### src/icc_pkg.sv
package icc_pkg;
   // ==========================================
   // Register map
   localparam logic [31:0] ADDR_CTRL1 = 32'h400C3000;
   localparam logic [31:0] ADDR_LINE = 32'h400C3004;
   localparam logic [31:0] ADDR_WAY = 32'h400C3008;
   localparam logic [31:0] ADDR_CTRL2 = 32'h400C3020;
   // ==========================================
   // Field positions
   localparam int CTRL1_FLUSH_BIT = 0;
   localparam int CTRL1_RES_BIT = 1;
   localparam int CTRL2_FLASH_BIT = 12;
   localparam int CTRL2_OTP_BIT = 11;
   localparam int CTRL2_CGEN_BIT = 10;
   localparam int CTRL2_WEN_BIT = 9;
   localparam int CTRL2_LEN_MSB = 8;
   localparam int CTRL2_W = 13;
   localparam int REGION_SHIFT = 16;
   localparam int OFFSET_W = 25;
   // ==========================================
   // Reset values and codes
   localparam logic [1:0] LINE_8B = 2'h0;
   localparam logic [1:0] LINE_16B = 2'h1;
   localparam logic [1:0] LINE_32B = 2'h2;
   localparam logic [1:0] WAY_1 = 2'h0;
   localparam logic [1:0] WAY_2 = 2'h1;
   localparam logic [1:0] WAY_4 = 2'h2;
   localparam logic [1:0] LINE_RST = LINE_8B;
   localparam logic [1:0] WAY_RST = WAY_4;
   localparam logic [12:0] CTRL2_RST = 13'h0000;
   localparam logic [31:0] FLUSH_WORD = 32'h00000001;
   localparam logic [15:0] TAG_MASK = 16'hFFFF;
   // Units of 64 KB; 16 MB is 256 units
   localparam logic [9:0] UNITS_OTP_MAX = 10'h100;
   // ==========================================
   // Timing
   localparam logic [9:0] FLUSH_CYC_8KB = 10'h100;
   localparam logic [9:0] FLUSH_CYC_16KB = 10'h200;

   function automatic logic [9:0] flush_cycles(input int kb);
      return (kb <= 8) ? FLUSH_CYC_8KB : FLUSH_CYC_16KB;
   endfunction : flush_cycles
endpackage : icc_pkg

### src/icc_link_if.sv
`timescale 1ns/1ps
`default_nettype none
interface icc_link_if;
   logic reg_req;
   logic reg_we;
   logic [31:0] reg_addr;
   logic [31:0] reg_wdata;
   logic [31:0] reg_rdata;
   logic reg_ack;
   logic arr_req;
   logic arr_we;
   logic arr_tag;
   logic [15:0] arr_addr;
   logic [31:0] arr_wdata;
   logic [31:0] arr_rdata;
   logic arr_ack;

   modport dev(
      input reg_req, reg_we, reg_addr, reg_wdata,
      input arr_req, arr_we, arr_tag, arr_addr, arr_wdata,
      output reg_rdata, reg_ack, arr_rdata, arr_ack
   );
   modport host(
      output reg_req, reg_we, reg_addr, reg_wdata,
      output arr_req, arr_we, arr_tag, arr_addr, arr_wdata,
      input reg_rdata, reg_ack, arr_rdata, arr_ack
   );
endinterface : icc_link_if
`default_nettype wire

### src/icc_flush_timer.sv
`timescale 1ns/1ps
`default_nettype none
module icc_flush_timer #(
   parameter int DATA_KB = 16
) (
   input wire logic i_clk,
   input wire logic i_rst,
   input wire logic i_start,
   output logic o_busy,
   output logic [9:0] o_idx
);
   localparam logic [9:0] LAST = 10'(icc_pkg::flush_cycles(DATA_KB) - 10'h001);

   typedef struct packed {
      logic busy;
      logic [9:0] cnt;
   } icc_tmr_type;

   icc_tmr_type r_reg;
   icc_tmr_type r_next;

   // ==========================================
   // Walk every tag index once per flush
   always_comb
   begin
      r_next = r_reg;
      if (i_start)
      begin
         // A new flush restarts the sweep from index zero
         r_next.busy = 1'b1;
         r_next.cnt = 10'h000;
      end
      else if (r_reg.busy)
      begin
         if (r_reg.cnt == LAST)
            r_next.busy = 1'b0;
         else
            r_next.cnt = r_reg.cnt + 10'h001;
      end
   end

   always_ff @(posedge i_clk or posedge i_rst)
   begin
      if (i_rst)
         r_reg <= '0;
      else
         r_reg <= r_next;
   end

   assign o_busy = r_reg.busy;
   assign o_idx = r_reg.cnt;
endmodule : icc_flush_timer
`default_nettype wire

### src/icc_dev.sv
`timescale 1ns/1ps
`default_nettype none
module icc_dev #(
   parameter int DATA_KB = 16
) (
   input wire logic I_CLK,
   input wire logic I_RST,
   icc_link_if.dev LINK,
   input wire logic I_ACC_VALID,
   input wire logic I_ACC_FLASH,
   input wire logic I_ACC_OTP,
   input wire logic [24:0] I_ACC_OFFSET,
   input wire logic I_REMAP_OTP,
   input wire logic I_TAG_HIT,
   input wire logic [31:0] I_MEM_RDATA,
   output logic O_CACHEABLE,
   output logic O_HIT,
   output logic O_STALL,
   output logic [1:0] O_LINE_SIZE,
   output logic [1:0] O_WAY_COUNT,
   output logic O_CACHE_EN,
   output logic [9:0] O_FLASH_UNITS,
   output logic O_CLK_GATE_EN,
   output logic O_ARRAY_WEN,
   output logic O_FLUSH_BUSY,
   output logic O_TAG_CLR_EN,
   output logic [9:0] O_TAG_CLR_IDX,
   output logic O_MEM_REQ,
   output logic O_MEM_WE,
   output logic O_MEM_TAG,
   output logic [15:0] O_MEM_ADDR,
   output logic [31:0] O_MEM_WDATA
);
   typedef struct packed {
      logic res_keep_zero;
      logic [1:0] line_size;
      logic [1:0] way_count_sel;
      logic [12:0] ctrl2;
      logic reg_ack;
      logic [31:0] reg_rdata;
      logic [1:0] arr_stage;
      logic arr_ack;
      logic [31:0] arr_rdata;
      logic mem_req;
      logic mem_we;
      logic mem_tag;
      logic [15:0] mem_addr;
      logic [31:0] mem_wdata;
      logic cache_en;
      logic [9:0] units;
   } icc_dev_type;

   icc_dev_type r_reg;
   icc_dev_type r_next;
   logic flush_start;
   logic flush_busy;
   logic [9:0] flush_idx;
   logic otp_mode;
   logic [9:0] units_raw;
   logic flash_ok;
   logic otp_ok;
   logic cacheable;

   // ==========================================
   // Tag invalidation sweep
   icc_flush_timer #(
      .DATA_KB(DATA_KB)
   ) u_flush (
      .i_clk(I_CLK),
      .i_rst(I_RST),
      .i_start(flush_start),
      .o_busy(flush_busy),
      .o_idx(flush_idx)
   );

   assign flush_start = LINK.reg_req && LINK.reg_we
      && (LINK.reg_addr == icc_pkg::ADDR_CTRL1)
      && LINK.reg_wdata[icc_pkg::CTRL1_FLUSH_BIT];

   // ==========================================
   // Region decode
   always_comb
   begin
      // OTP counts as cached when it is the remapped code or bit 11 is set
      otp_mode = I_REMAP_OTP || r_reg.ctrl2[icc_pkg::CTRL2_OTP_BIT];
      units_raw = {1'b0, r_reg.ctrl2[icc_pkg::CTRL2_LEN_MSB:0]} + 10'h001;
      flash_ok = I_ACC_FLASH
         && (!I_REMAP_OTP || r_reg.ctrl2[icc_pkg::CTRL2_FLASH_BIT])
         && ({1'b0, I_ACC_OFFSET[icc_pkg::OFFSET_W-1:icc_pkg::REGION_SHIFT]}
            < r_reg.units);
      // Offset is ignored for OTP: the whole device is cacheable
      otp_ok = I_ACC_OTP
         && (I_REMAP_OTP || r_reg.ctrl2[icc_pkg::CTRL2_OTP_BIT]);
      cacheable = r_reg.cache_en && (flash_ok || otp_ok);
   end

   // ==========================================
   // Register file and array port
   always_comb
   begin
      r_next = r_reg;
      r_next.reg_ack = 1'b0;
      r_next.arr_ack = 1'b0;
      r_next.mem_req = 1'b0;
      r_next.mem_we = 1'b0;
      r_next.cache_en = (r_reg.ctrl2[icc_pkg::CTRL2_LEN_MSB:0] != 9'h000);
      if (otp_mode && (units_raw > icc_pkg::UNITS_OTP_MAX))
         r_next.units = icc_pkg::UNITS_OTP_MAX;
      else
         r_next.units = units_raw;

      if (LINK.reg_req)
      begin
         r_next.reg_ack = 1'b1;
         r_next.reg_rdata = 32'h00000000;
         case (LINK.reg_addr)
            icc_pkg::ADDR_CTRL1:
            begin
               // Flush bit is write-only and always reads zero
               r_next.reg_rdata[icc_pkg::CTRL1_RES_BIT] = r_reg.res_keep_zero;
               if (LINK.reg_we)
                  r_next.res_keep_zero = LINK.reg_wdata[icc_pkg::CTRL1_RES_BIT];
            end
            icc_pkg::ADDR_LINE:
            begin
               r_next.reg_rdata[1:0] = r_reg.line_size;
               if (LINK.reg_we)
                  r_next.line_size = LINK.reg_wdata[1:0];
            end
            icc_pkg::ADDR_WAY:
            begin
               r_next.reg_rdata[1:0] = r_reg.way_count_sel;
               if (LINK.reg_we)
                  r_next.way_count_sel = LINK.reg_wdata[1:0];
            end
            icc_pkg::ADDR_CTRL2:
            begin
               r_next.reg_rdata[icc_pkg::CTRL2_W-1:0] = r_reg.ctrl2;
               if (LINK.reg_we)
                  r_next.ctrl2 = LINK.reg_wdata[icc_pkg::CTRL2_W-1:0];
            end
            default:
            begin
               // Unmapped addresses read zero and drop writes
               r_next.reg_rdata = 32'h00000000;
            end
         endcase
      end

      // Array access: capture, issue to memory, take data, then ack
      case (r_reg.arr_stage)
         2'h0:
         begin
            if (LINK.arr_req)
            begin
               r_next.arr_stage = 2'h1;
               r_next.mem_req = 1'b1;
               // Writes are dropped unless enabled; nothing else guards them
               r_next.mem_we = LINK.arr_we
                  && r_reg.ctrl2[icc_pkg::CTRL2_WEN_BIT];
               r_next.mem_tag = LINK.arr_tag;
               r_next.mem_addr = LINK.arr_addr;
               r_next.mem_wdata = LINK.arr_wdata;
            end
         end
         2'h1:
            r_next.arr_stage = 2'h2;
         2'h2:
         begin
            r_next.arr_stage = 2'h0;
            r_next.arr_ack = 1'b1;
            r_next.arr_rdata = I_MEM_RDATA;
         end
         default:
            r_next.arr_stage = 2'h0;
      endcase
   end

   always_ff @(posedge I_CLK or posedge I_RST)
   begin
      if (I_RST)
      begin
         r_reg <= '0;
         r_reg.line_size <= icc_pkg::LINE_RST;
         r_reg.way_count_sel <= icc_pkg::WAY_RST;
         r_reg.ctrl2 <= icc_pkg::CTRL2_RST;
         r_reg.units <= 10'h001;
      end
      else
         r_reg <= r_next;
   end

   // ==========================================
   // Outputs
   assign LINK.reg_ack = r_reg.reg_ack;
   assign LINK.reg_rdata = r_reg.reg_rdata;
   assign LINK.arr_ack = r_reg.arr_ack;
   assign LINK.arr_rdata = r_reg.arr_rdata;

   assign O_CACHEABLE = cacheable;
   // A stale tag could match mid-sweep, so hits are masked until done
   assign O_HIT = I_ACC_VALID && cacheable && I_TAG_HIT && !flush_busy;
   assign O_STALL = I_ACC_VALID && cacheable && flush_busy;
   assign O_LINE_SIZE = r_reg.line_size;
   assign O_WAY_COUNT = r_reg.way_count_sel;
   assign O_CACHE_EN = r_reg.cache_en;
   assign O_FLASH_UNITS = r_reg.units;
   assign O_CLK_GATE_EN = r_reg.ctrl2[icc_pkg::CTRL2_CGEN_BIT];
   assign O_ARRAY_WEN = r_reg.ctrl2[icc_pkg::CTRL2_WEN_BIT];
   assign O_FLUSH_BUSY = flush_busy;
   assign O_TAG_CLR_EN = flush_busy;
   assign O_TAG_CLR_IDX = flush_idx;
   assign O_MEM_REQ = r_reg.mem_req;
   assign O_MEM_WE = r_reg.mem_we;
   assign O_MEM_TAG = r_reg.mem_tag;
   assign O_MEM_ADDR = r_reg.mem_addr;
   assign O_MEM_WDATA = r_reg.mem_wdata;
endmodule : icc_dev
`default_nettype wire

### src/flat_wrapper.sv
// flat-port wrapper written by rule: the top's interface ports become plain ports
module icc_dev_flat 
#(
   parameter int DATA_KB = 16
)
  (I_CLK, I_RST, I_ACC_VALID, I_ACC_FLASH, I_ACC_OTP, I_ACC_OFFSET, I_REMAP_OTP, I_TAG_HIT, I_MEM_RDATA, O_CACHEABLE, O_HIT, O_STALL, O_LINE_SIZE, O_WAY_COUNT, O_CACHE_EN, O_FLASH_UNITS, O_CLK_GATE_EN, O_ARRAY_WEN, O_FLUSH_BUSY, O_TAG_CLR_EN, O_TAG_CLR_IDX, O_MEM_REQ, O_MEM_WE, O_MEM_TAG, O_MEM_ADDR, O_MEM_WDATA, LINK_reg_req, LINK_reg_we, LINK_reg_addr, LINK_reg_wdata, LINK_arr_req, LINK_arr_we, LINK_arr_tag, LINK_arr_addr, LINK_arr_wdata, LINK_reg_rdata, LINK_reg_ack, LINK_arr_rdata, LINK_arr_ack);
  icc_link_if LINK_i ();
  input wire logic I_CLK;
  input wire logic I_RST;
  input wire logic I_ACC_VALID;
  input wire logic I_ACC_FLASH;
  input wire logic I_ACC_OTP;
  input wire logic [24:0] I_ACC_OFFSET;
  input wire logic I_REMAP_OTP;
  input wire logic I_TAG_HIT;
  input wire logic [31:0] I_MEM_RDATA;
  output logic O_CACHEABLE;
  output logic O_HIT;
  output logic O_STALL;
  output logic [1:0] O_LINE_SIZE;
  output logic [1:0] O_WAY_COUNT;
  output logic O_CACHE_EN;
  output logic [9:0] O_FLASH_UNITS;
  output logic O_CLK_GATE_EN;
  output logic O_ARRAY_WEN;
  output logic O_FLUSH_BUSY;
  output logic O_TAG_CLR_EN;
  output logic [9:0] O_TAG_CLR_IDX;
  output logic O_MEM_REQ;
  output logic O_MEM_WE;
  output logic O_MEM_TAG;
  output logic [15:0] O_MEM_ADDR;
  output logic [31:0] O_MEM_WDATA;
  input wire logic [$bits(LINK_i.reg_req)-1:0] LINK_reg_req;
  input wire logic [$bits(LINK_i.reg_we)-1:0] LINK_reg_we;
  input wire logic [$bits(LINK_i.reg_addr)-1:0] LINK_reg_addr;
  input wire logic [$bits(LINK_i.reg_wdata)-1:0] LINK_reg_wdata;
  input wire logic [$bits(LINK_i.arr_req)-1:0] LINK_arr_req;
  input wire logic [$bits(LINK_i.arr_we)-1:0] LINK_arr_we;
  input wire logic [$bits(LINK_i.arr_tag)-1:0] LINK_arr_tag;
  input wire logic [$bits(LINK_i.arr_addr)-1:0] LINK_arr_addr;
  input wire logic [$bits(LINK_i.arr_wdata)-1:0] LINK_arr_wdata;
  output wire logic [$bits(LINK_i.reg_rdata)-1:0] LINK_reg_rdata;
  output wire logic [$bits(LINK_i.reg_ack)-1:0] LINK_reg_ack;
  output wire logic [$bits(LINK_i.arr_rdata)-1:0] LINK_arr_rdata;
  output wire logic [$bits(LINK_i.arr_ack)-1:0] LINK_arr_ack;
  assign LINK_i.reg_req = LINK_reg_req;
  assign LINK_i.reg_we = LINK_reg_we;
  assign LINK_i.reg_addr = LINK_reg_addr;
  assign LINK_i.reg_wdata = LINK_reg_wdata;
  assign LINK_i.arr_req = LINK_arr_req;
  assign LINK_i.arr_we = LINK_arr_we;
  assign LINK_i.arr_tag = LINK_arr_tag;
  assign LINK_i.arr_addr = LINK_arr_addr;
  assign LINK_i.arr_wdata = LINK_arr_wdata;
  assign LINK_reg_rdata = LINK_i.reg_rdata;
  assign LINK_reg_ack = LINK_i.reg_ack;
  assign LINK_arr_rdata = LINK_i.arr_rdata;
  assign LINK_arr_ack = LINK_i.arr_ack;
  icc_dev #(.DATA_KB(DATA_KB)) u_core (.I_CLK(I_CLK), .I_RST(I_RST), .LINK(LINK_i), .I_ACC_VALID(I_ACC_VALID), .I_ACC_FLASH(I_ACC_FLASH), .I_ACC_OTP(I_ACC_OTP), .I_ACC_OFFSET(I_ACC_OFFSET), .I_REMAP_OTP(I_REMAP_OTP), .I_TAG_HIT(I_TAG_HIT), .I_MEM_RDATA(I_MEM_RDATA), .O_CACHEABLE(O_CACHEABLE), .O_HIT(O_HIT), .O_STALL(O_STALL), .O_LINE_SIZE(O_LINE_SIZE), .O_WAY_COUNT(O_WAY_COUNT), .O_CACHE_EN(O_CACHE_EN), .O_FLASH_UNITS(O_FLASH_UNITS), .O_CLK_GATE_EN(O_CLK_GATE_EN), .O_ARRAY_WEN(O_ARRAY_WEN), .O_FLUSH_BUSY(O_FLUSH_BUSY), .O_TAG_CLR_EN(O_TAG_CLR_EN), .O_TAG_CLR_IDX(O_TAG_CLR_IDX), .O_MEM_REQ(O_MEM_REQ), .O_MEM_WE(O_MEM_WE), .O_MEM_TAG(O_MEM_TAG), .O_MEM_ADDR(O_MEM_ADDR), .O_MEM_WDATA(O_MEM_WDATA));
endmodule
### config.mk
export PLATFORM = sky130hd
export DESIGN_NAME = icc_dev_flat
export DESIGN_NICKNAME = d
export VERILOG_FILES = /design/src/icc_pkg.sv /design/src/icc_link_if.sv /design/src/icc_flush_timer.sv /design/src/icc_dev.sv /design/src/flat_wrapper.sv
export SDC_FILE = /design/constraint.sdc
export NUM_CORES = 1
export LEC_CHECK = 0
export BUFFER_PORTS_ARGS = -buffer_cell sky130_fd_sc_hd__buf_2
export CAP_MARGIN = 15
export CORE_MARGIN = 2
export CORE_UTILIZATION = 40
export CTS_CLUSTER_DIAMETER = 200
export DETAILED_ROUTE_END_ITERATION = 10
export PLACE_DENSITY = 0.81
export SYNTH_ARGS = -nofsm -noshare
export SYNTH_HDL_FRONTEND = slang
export SYNTH_HIERARCHICAL = 1
export SYNTH_SLANG_ARGS = --single-unit
### constraint.sdc
create_clock -name I_CLK -period 4.4 [get_ports I_CLK]
set_clock_uncertainty 0.05 [all_clocks]
set_input_delay 0.44 -clock I_CLK [delete_from_list [all_inputs] [get_ports I_CLK]]
set_output_delay 0.44 -clock I_CLK [all_outputs]
set_load 0.03 [all_outputs]
# Yosys cells after proc, flatten, opt, wreduce, memory -nomap -nowiden

Cells that the tools add are included.

Multiplexer cells: 14
Equal/unequal tests: 9
Add/subtract/negate cells: 2
Magnitude comparators: 2
Reduce and logical (&&, ||, !) cells: 27

Operators by type and width:

| cell                  | count |
|---|---|
| $eq 32x31->1 const B  | 4 |
| $mux 51               | 2 |
| $mux 33               | 2 |
| $mux 11               | 3 |
| $mux 10               | 2 |
| $logic_and 1x1->1     | 13 |
| $reduce_and 3->1      | 4 |
| $add 10x1->10 const B | 1 |
| $add 9x1->10 const B  | 1 |
| $eq 10x9->1 const B   | 1 |
| $gt 10x9->1 const B   | 1 |
| $lt 9x10->1           | 1 |
| $reduce_bool 9->1     | 1 |
| $pmux 1 s4            | 1 |
| $pmux 2 s2            | 1 |
| $reduce_and 2->1      | 2 |
| $logic_or 1x1->1      | 3 |
| $pmux 1 s3            | 1 |
| $eq 2x1->1 const B    | 1 |
| $eq 2x2->1 const B    | 1 |
| $logic_not 1->1       | 2 |
| $logic_not 2->1       | 1 |
| $mux 2                | 1 |
| $ne 2x1->1 const B    | 1 |
| other kinds (3)       | 3 |

Logic and storage cells: 72
Register bits: 140
Input port bits: 181
Output and inout port bits: 149

# Logic depth before layout (Yosys ltp)

Gate-level depths: netlist (run 1).

Word-level depth: 9
Mapped depth: 8
Mapped depth without buffers: 7

# Cells and area by module

The synthesis (run 1) kept the hierarchy.

By module, submodules not included:

| module          | instances | cells each | area an instance (um^2) | sequential area each (um^2) |
|---|---|---|---|---|
| icc_dev         | 1         | 539        | 6,426.2                 | 3,230.6 |
| icc_flush_timer | 1         | 69         | 675.6                   | 275.3 |

# Least setup slack after synthesis (run 1)

OpenSTA, ideal clock, no wires.

Kind: input port to output port
From: input port I_ACC_OFFSET[19]
To: output port O_HIT
Slack: 1.661 ns
Arrival time: 2.249 ns
Stages on the path: 6
Buffers on the path: 0
Required time: 3.910 ns
Path through: ha_1 -> a21o_1 -> a21oi_1 -> o21ai_0 -> a21oi_1 -> nor4bb_1

Word-level cells in the longest chain between the ends: 7

RTL lines:

| what                            | line               | text |
|---|---|---|
| from (decl)                     | flat_wrapper.sv:13 | `input wire logic [24:0] I_ACC_OFFSET;` |
| $lt 9x10->1                     | icc_dev.sv:90      | `< r_reg.units);` |
| $logic_and 1x1->1               | icc_dev.sv:89      | `&& ({1'b0, I_ACC_OFFSET[icc_pkg::OFFSET_W-1:icc_pkg::REGION_SHIFT]}` |
| $logic_or 1x1->1                | icc_dev.sv:94      | `cacheable = r_reg.cache_en && (flash_ok \|\| otp_ok);` |
| $logic_and 1x1->1               | icc_dev.sv:94      |  |
| $logic_and 1x1->1 (3 in series) | icc_dev.sv:202     | `assign O_HIT = I_ACC_VALID && cacheable && I_TAG_HIT && !flush_busy;` |
| to (decl)                       | flat_wrapper.sv:18 | `output logic O_HIT;` |

No other way between the ends.

# Worst setup path in the final report (run 1)

From: register u_core.r_reg (netlist bit u_core/O_FLASH_UNITS[3])
To: output port O_HIT

Word-level cells in the longest chain between the ends: 7

RTL lines:

| what                            | line           | text |
|---|---|---|
| from (decl)                     | icc_dev.sv:53  | `icc_dev_type r_reg;` |
| from (signal assigned)          | icc_dev.sv:190 | `r_reg <= r_next;` |
| $lt 9x10->1                     | icc_dev.sv:90  |  |
| $logic_and 1x1->1               | icc_dev.sv:89  |  |
| $logic_or 1x1->1                | icc_dev.sv:94  |  |
| $logic_and 1x1->1               | icc_dev.sv:94  |  |
| $logic_and 1x1->1 (3 in series) | icc_dev.sv:202 |  |

No other way between the ends.

==> results of run 1 <==
[cell type report]
cell class                      instances  share of cell area, %
Sequential cell                       140                   41.5
Multi-Input combinational cell        308                   29.7
Timing Repair Buffer                  278                   16.6
Clock buffer                           19                   5.25
Tap cell                              225                   3.34
Clock inverter                         13                   2.25
Inverter                               29                   1.35
Antenna cell                            1                 0.0297
[cell usage after synthesis, drive strengths merged (2+ instances only)]
cell      n  area [µm²]
nor4bb    2        20.0
and3      6        38.8
xor2      4        35.0
buf     132        1000
ha       11         138
a22oi     2        15.0
a211oi    5        37.5
nand3    22         115
dfstp     2        52.6
nor4b     2        23.8
o22ai     2        12.5
nand3b    2        15.0
or3       2        12.5
clkbuf   17        63.8
mux2    100        1170
nand2b    2        12.5
a21o      3        22.5
a311oi    3        26.3
nor3      8        40.0
and2      2        12.5
and4      7        61.3
nor3b     3        22.5
nand4     7        43.8
o21ai    15        75.1
nand2    16        60.1
nor2b     8        50.1
a31oi     4        25.0
a21oi    10        53.8
nor4      7        62.6
nor2     18        75.1
inv      29         109
dfrtp   138        3450
[per-layer routing]
layer	part of all wire [%]	global-route usage [%]	wire length, µm	vias to the layer above
met2	50	27.5	7520	173
li1	-	-	-	2288
met3	6.7	4.89	1020	17
met5	0	0	0	-
met4	1.4	5.15	205	0
met1	42	20.0	6400	2268
[path summary, 6_finish.rpt]
kind,startpoint,to,cells past startpoint,slack (ns)
setup reg to reg,u_core/r_reg[95],u_core/O_MEM_WDATA[4],3,2.39
hold / removal,I_RST,u_core/u_flush/o_idx[4],2,0.02
min in group I_CLK,LINK_arr_tag,u_core/O_MEM_TAG,2,0.20
setup / recovery,u_core/O_FLASH_UNITS[3],O_HIT,8,1.61
hold reg to reg,u_core/r_reg[96],u_core/r_reg[96],1,0.44
max in group asynchronous,I_RST,u_core/r_reg[141],3,3.10
[stage by stage]
stage | cells | area [µm²] | setup WS, ns | hold slack, ns | total power (µW)
3_5_place_dp | 980 | 7800 | 1.43 | 0.434 | 2880
2_1_floorplan | 626 | 7170 | 0.472 | 0.242 | 2830
5_1_grt | 1013 | 8440 | 1.40 | 0.0507 | 4570
3_3_place_gp | 980 | 7800 | 1.43 | 0.430 | 2840
6_report | 1013 | 8440 | 1.61 | 0.0237 | 4360
4_1_cts | 1012 | 8440 | 1.58 | 0.0176 | 4420
[kinds of logic (layout without fill, tap and decap cells)]
family / Yosys count / in the layout / share of synthesized area (%)
buffers and inverters: 178 / 339 / 16.5
flip-flops: 140 / 140 / 49.4
AND/OR/NAND/NOR: 121 / 121 / 10.3
multiplexers: 101 / 101 / 16.6
AO/OA/AOI/OAI: 51 / 51 / 4.62
adder cells (fa/ha/maj): 11 / 11 / 1.94
XOR/XNOR: 5 / 5 / 0.617
other: 1 / 20 / 0.0528
[power groups by stage]
| stage | clock (µW) | combinational [µW] | sequential, µW |
|---|---|---|---|
| 3_5_place_dp | 0 | 1210 | 1670 |
| 4_1_cts | 1560 | 1210 | 1650 |
| 2_1_floorplan | 0 | 1180 | 1650 |
| 3_3_place_gp | 0 | 1190 | 1650 |
| 6_report | 1520 | 1200 | 1640 |
| 5_1_grt | 1620 | 1270 | 1680 |
[worst register-to-register path: stages (launching register included)]
cell and delay, ns:
dfrtp_1 0.42, nor3b_2 0.41, buf_4 0.58, mux2_2 0.44
==> summary.txt, run 1 <==
Clock network
  – CTS tree: done
  – Setup Fix Bufs, Post-CTS: 0
  – Clock transition at the registers of the reported paths: ~0.06 ns
  – Clock latency on the worst-skew pair: 0.41 ns
  – H-Tree Depth: 4
  – Max Buffers Root-to-Sink: 2
  – CTS resizes: 0
  – Hold-fix buffers at CTS: 0
  – Sink Count: 140
  – Num CTS Buffers: 17
  – Root Driver: clkbuf_16

Finish
  – Fillcell total: 1567
  – Multi-input combinational cell area: between 2000 and 3000 µm²
  – Leading cell types in the layout, fill and taps excluded: buf_2 (275), dfrtp_1 (138), mux2_2 (89), inv_1 (28), nand3_1 (21)
  – Seq. cell area: approximately 3500 µm²
  – Final core utilization: between 40% and 50%
  – Area growth, synth to finish: 18.8%
  – Share of cells above drive strength 1: roughly 54%
  – Most common cell after layout, fill and taps aside: buf_2
  – Nets: 966

Floorplanning
  – DIE AREA: between 15000 and 20000 µm²
  – Height of the die: between 100 and 150 µm
  – Top Ports: 330
  – Num rows: 48
  – Initial Utilization: 40.9%
  – Die X: roughly 140 µm
  – Core ar.: 17400 µm²

STA
  – Fin crit share: 63.4%
  – Final Max Slew Viols: 0
  – Tmin final: 2.79 ns
  – Final Hold Vio Count: 0
  – Setup violations, final: 0
  – Fin Setup TNS: 0 ns
  – Rel. slew slack: 26.6%
  – Max Fclk: 0.359 GHz
  – RSZ-0062 raised after global routing: false
  – Worst slew pin tran: between 1 and 1.5 ns

Place
  – Post-DP HPWL: around 12 mm
  – IO buf count: approximately 280
  – Routability cong.: 0.833

Worst setup path
  – Critical Path End Type: output pin
  – Critical Path Source Type: flop
  – Crit Path Max Fanout: 3
  – Number of buffers and inverters on the critical path: 2
  – Critical path class: flop to output pin
  – Crit-path slowest cell: dfrtp_1
  – Critical Path Max Stage Delay: about 0.36 ns
  – Crit path max-delay family: compound AO/OA/AOI/OAI gates
  – Arr. time, crit path: roughly 2.3 ns
  – Crit path required time: between 3 and 4 ns
  – Worst path cell trace: inv_1 -> ha_1 -> a21o_1 -> a21oi_1 -> o21ai_0 -> a21oi_1 -> nor4bb_1 -> buf_2
  – Cell repeated most along the worst path: a21oi_1

Status
  – Status: completed

Power and ir drop
  – Seq pwr share: 37.7%
  – Net Sw Frac: between 30% and 40%
  – Net switching power: about 1400 µW
  – VDD IR max: just over 0.0003 V
  – Internal Power: slightly below 3000 µW
  – Power density cells: approximately 520 nW/µm²
  – Comb pwr share: about 28%
  – Clock power share: between 30% and 40%
  – Leakage: 0.00415 µW

Routing
  – Routed len/inst: around 15 µm
  – DR iter-0 viols: 124
  – Post-Route WL: roughly 15 mm
  – Via count: ~4700
  – Vias per std cell: 4.69
  – DRT Pass-1 Iters: 4
  – DRC viols: 0
  – Remaining antenna violation count: 0

Global routing
  – First-pass GRT wire length: around 24 mm
  – Initial antenna violation count: 1
  – Largest net degree at the start of global routing: 94
  – Gr usage total: between 15 and 20%
  – Vias in the first global route: ~4600
  – Grt total ovfl: 0

Logic synthesis
  – Post-synthesis async set-or-reset flop share: between 90% and 100%
  – Ys flop type: dfrtp_1
  – Synth Instances: roughly 600
  – FF+latch count, synth: between 100 and 150
  – Post-Syn Area: slightly above 7000 µm²
  – Seq/Total Area, Yosys: roughly half
  – Unique masters post-synth: 60
  – Average cell area after synthesis: approximately 12 µm²
  – Ys Warns: 6
  – Post-synth EDFFs: 0

Run
  – Total of max-cap violations: 0

Worst hold path
  – Worst hold path type: primary input to async pin
Power figures use the tool's default switching activity.
==> inputs of run 2 (changes only) <==
Settings changed: ABC_AREA set to 1.
Clock period 4.4 ns to 2.6 ns, I/O delays scaled along.
==> summary.txt, run 2 <==
STA
  – RSZ-0062 raised after global routing: false (unchanged)
  – Fin crit share: between 90% and 100%
  – Tmin final: around 2.4 ns
  – Fin Setup TNS: 0 ns (unchanged)
  – Max Fclk: ~0.42 GHz
  – Final WS setup: 0.204 ns (was 1.61 ns)
  – Rel. slew slack: 53.2% (was 26.6%)
  – Final Hold Vio Count: 0 (unchanged)
  – Final Max Slew Viols: 0 (unchanged)
  – Setup violations, final: 0 (unchanged)
  – Worst slew pin tran: 0.702 ns (was 1.09 ns)

Clock network
  – Clock latency on the worst-skew pair: 0.41 ns (about the same)
  – CTS tree: done (unchanged)
  – Sink Count: 140 (unchanged)
  – Max Buffers Root-to-Sink: 2 (unchanged)
  – Clock transition at the registers of the reported paths: 0.06 ns (about the same)
  – Root Driver: clkbuf_16 (unchanged)
  – Num CTS Buffers: 17 (unchanged)
  – H-Tree Depth: 4 (unchanged)

Logic synthesis
  – Post-synthesis async set-or-reset flop share: 100% (unchanged)
  – Ys flop type: dfrtp_1 (unchanged)
  – Unique masters post-synth: 37 (was 60)
  – Post-Syn Area: 7270 µm² (was 7100 µm²)
  – Ys Warns: 6 (unchanged)
  – Seq/Total Area, Yosys: 48.2% (was 49.4%)
  – Average cell area after synthesis: 8.08 µm² (was 11.7 µm²)
  – FF+latch count, synth: 140 (unchanged)
  – Yosys top cell area share: 47.5% (was 48.6%)
  – Top cell types by occurrence after synthesis: nand2_1 (357), dfrtp_1 (138), buf_4 (127) (was dfrtp_1 (138), buf_4 (128), mux2_2 (89))
  – Post-synth EDFFs: 0 (unchanged)
  – Synth top area cells: dfrtp_1 (47%), nand2_1 (18%), buf_4 (13%), inv_1 (3.5%), nor2_1 (2.1%) (was dfrtp_1 (49%), mux2_2 (14%), buf_4 (14%), mux2_4 (2.3%), ha_1 (1.9%))
  – Synth Instances: 900 (was 608)
  – Count leader, synth: nand2_1 (was dfrtp_1)
  – Post-synth top area cell: dfrtp_1 (unchanged)

Worst setup path
  – Arr. time, crit path: 2.09 ns (was 2.30 ns)
  – Reg2reg start: u_core/r_reg[130] (was u_core/r_reg[95])
  – Crit-path slowest cell: dfrtp_1 (unchanged)
  – Critical path class: flop to output pin (unchanged)
  – Reg2Reg Setup Slack: 0.83 ns (was 2.39 ns)
  – Crit Path Max Fanout: 2 (was 3)
  – Critical Path End Type: output pin (unchanged)
  – Worst path cell trace: inv_1 -> ha_1 -> a21oi_1 -> nor2_1 -> nor2_1 -> nand3_2 -> a21boi_4 -> nand2_2 -> nor2_1 -> buf_4 (was inv_1 -> ha_1 -> a21o_1 -> a21oi_1 -> o21ai_0 -> a21oi_1 -> nor4bb_1 -> buf_2)
  – Reg2reg end: u_core/O_FLASH_UNITS[7] (was u_core/O_MEM_WDATA[4])
  – Critical Path Source Type: flop (unchanged)
  – Crit path required time: 2.29 ns (was 3.91 ns)
  – Critical Path Max Stage Delay: 0.34 ns (was 0.36 ns)
  – Cell repeated most along the worst path: nor2_1 (was a21oi_1)
  – Reg2Reg Depth: 11 (was 3)

Finish
  – Share of cells above drive strength 1: 31.0% (was 54.4%)
  – Nets: 1334 (was 966)
  – Final core utilization: 52.7% (was 48.6%)
  – Most common cell after layout, fill and taps aside: nand2_1 (was buf_2)
  – Leading cell types in the layout, fill and taps excluded: nand2_1 (355), buf_2 (273), dfrtp_1 (138), dlygate4sd3_1 (72), inv_1 (67) (was buf_2 (275), dfrtp_1 (138), mux2_2 (89), inv_1 (28), nand3_1 (21))
  – Area growth, synth to finish: 29.7% (was 18.8%)
  – Multi-input combinational cell area: 2530 µm² (was 2500 µm²)
  – Seq. cell area: 3510 µm² (unchanged)
  – Fillcell total: 1585 (was 1567)

Routing
  – Remaining antenna violation count: 0 (unchanged)
  – Via count: 6250 (was 4746)
  – DRC viols: 0 (unchanged)
  – Vias per std cell: 4.51 (was 4.69)
  – Post-Route WL: 17.9 mm (was 15.1 mm)
  – DR iter-0 viols: 289 (was 124)
  – Routed len/inst: 12.9 µm (was 14.9 µm)
  – DRT Pass-1 Iters: 5 (was 4)

Power and ir drop
  – Leakage: 0.00532 µW (was 0.00415 µW)
  – Power Total: 7350 µW (was 4360 µW)
  – VDD IR max: 0.000586 V (was 0.000307 V)
  – Power density cells: 779 nW/µm² (was 516 nW/µm²)

Worst hold path
  – Worst hold path type: primary input to flop (was primary input to async pin)
  – Hold worst-path end: u_core/O_MEM_WDATA[29]
  – Worst Hold Launch: LINK_arr_wdata[29]
  – Hold path cells: 3

Floorplanning
  – Num rows: 49 (was 48)
  – Core ar.: 17900 µm² (was 17400 µm²)
  – DIE AREA: 19300 µm² (was 18800 µm²)
  – Initial Utilization: 40.6% (was 40.9%)
  – Die X: 139 µm (was 137 µm)
  – Height of the die: 139 µm (was 137 µm)
  – Top Ports: 330 (unchanged)

Global routing
  – Vias in the first global route: 6044 (was 4581)
  – Initial antenna violation count: 1 (unchanged)
  – Gr usage total: 18.3% (was 16.3%)
  – Grt total ovfl: 0 (unchanged)
  – First-pass GRT wire length: 28.7 mm (was 23.6 mm)
  – Largest net degree at the start of global routing: 130 (was 94)

Place
  – Routability cong.: 0.872 (was 0.833)
  – Post-DP HPWL: 12.1 mm (was 11.6 mm)
  – Pre-CTS setup slack: 0.383 ns (was 1.43 ns)
  – IO buf count: 275 (unchanged)

Run
  – Total of max-cap violations: 0 (unchanged)

Status
  – Status: completed (unchanged)
==> run 2: changes by cell type in the layout (fill, tap and decap cells not counted), moves of 8 or more <==
cell and change:
nor2_2 +9, mux2_2 -89, dlygate4sd3_1 +72, inv_1 +39
mux2_4 -11, nand2_1 +339, nor2_1 +22, o21ai_1 +13
nand3_1 +8
==> run 2: layer usage <==
layer	up-vias	part of all wire [%]	track usage, %
li1	3104	-	-
met1	2839	41	21.9
met2	269	50	32.2
met3	38	6.4	3.56
met4	0	3.0	7.44
met5	-	0	0
==> run 2: logic make-up (layout without fill, tap and decap cells) <==
logic type,Yosys count,after routing,share of synthesized area (%)
other,1,20,0.0516
buffers and inverters,225,462,18.3
flip-flops,140,140,48.2
adder cells (fa/ha/maj),11,11,1.89
XOR/XNOR,2,2,0.241
AO/OA/AOI/OAI,50,50,3.85
AND/OR/NAND/NOR,471,471,27.5
==> run 2: through the flow <==
step	instance area, µm²	cells	hold slack, ns
floorplan	7340	918	0.0624
global placement	8030	1279	0.252
detailed placement	8030	1279	0.253
CTS	9400	1383	0.0000527
global route	9430	1385	0.0173
finish	9430	1385	0.0278
==> run 2: how the worst max path moves through the flow <==
stage	start	to	slack [ns]	cells past startpoint
4_1_cts	u_core/O_FLASH_UNITS[7]	O_STALL	0.07	10
3_5_place_dp	I_ACC_OFFSET[23]	O_STALL	0.38	10
2_1_floorplan	u_core/O_FLASH_UNITS[7]	O_HIT	0.25	9
3_3_place_gp	I_ACC_OFFSET[23]	O_HIT	0.43	10
5_1_grt	u_core/O_FLASH_UNITS[7]	O_STALL	0.003	10
6_report	u_core/O_FLASH_UNITS[7]	O_STALL	0.20	10
==> run 2: cell type report <==
| class | count | area share (%) |
|---|---|---|
| inverters | 75 | 3.02 |
| well taps | 229 | 3.04 |
| multi-input cells | 553 | 26.9 |
| clock inverters | 14 | 2.18 |
| flip-flops and latches | 140 | 37.2 |
| repair buffers | 355 | 23.1 |
| clock buffers | 18 | 4.66 |
| diodes | 1 | 0.0265 |
==> run 2: critical path, delay by kind of cell (launching register included) <==
kind | cells | cell delay (ns)
flip-flops | 1 | 0.34
AND/OR/NAND/NOR | 5 | 0.48
AO/OA/AOI/OAI | 2 | 0.37
adder cells (fa/ha/maj) | 1 | 0.28
buffers and inverters | 2 | 0.21
==> run 2: power breakdown <==
group	switching, µW	internal [µW]	leakage (µW)	total, µW
clock network	953	1650	0.000309	2610
logic	1410	590	0.00322	2000
registers	184	2560	0.00179	2740
==> run 2: repair_timing <==
action | 4_1_cts | 5_1_grt
buffers inserted | 0 | 1
endpoints found under the hold margin | 82 | 0
hold buffers | 72 | 0
gates resized for setup | 1 | 8
setup endpoints to repair | 2 | 2
pin swaps | 0 | 1
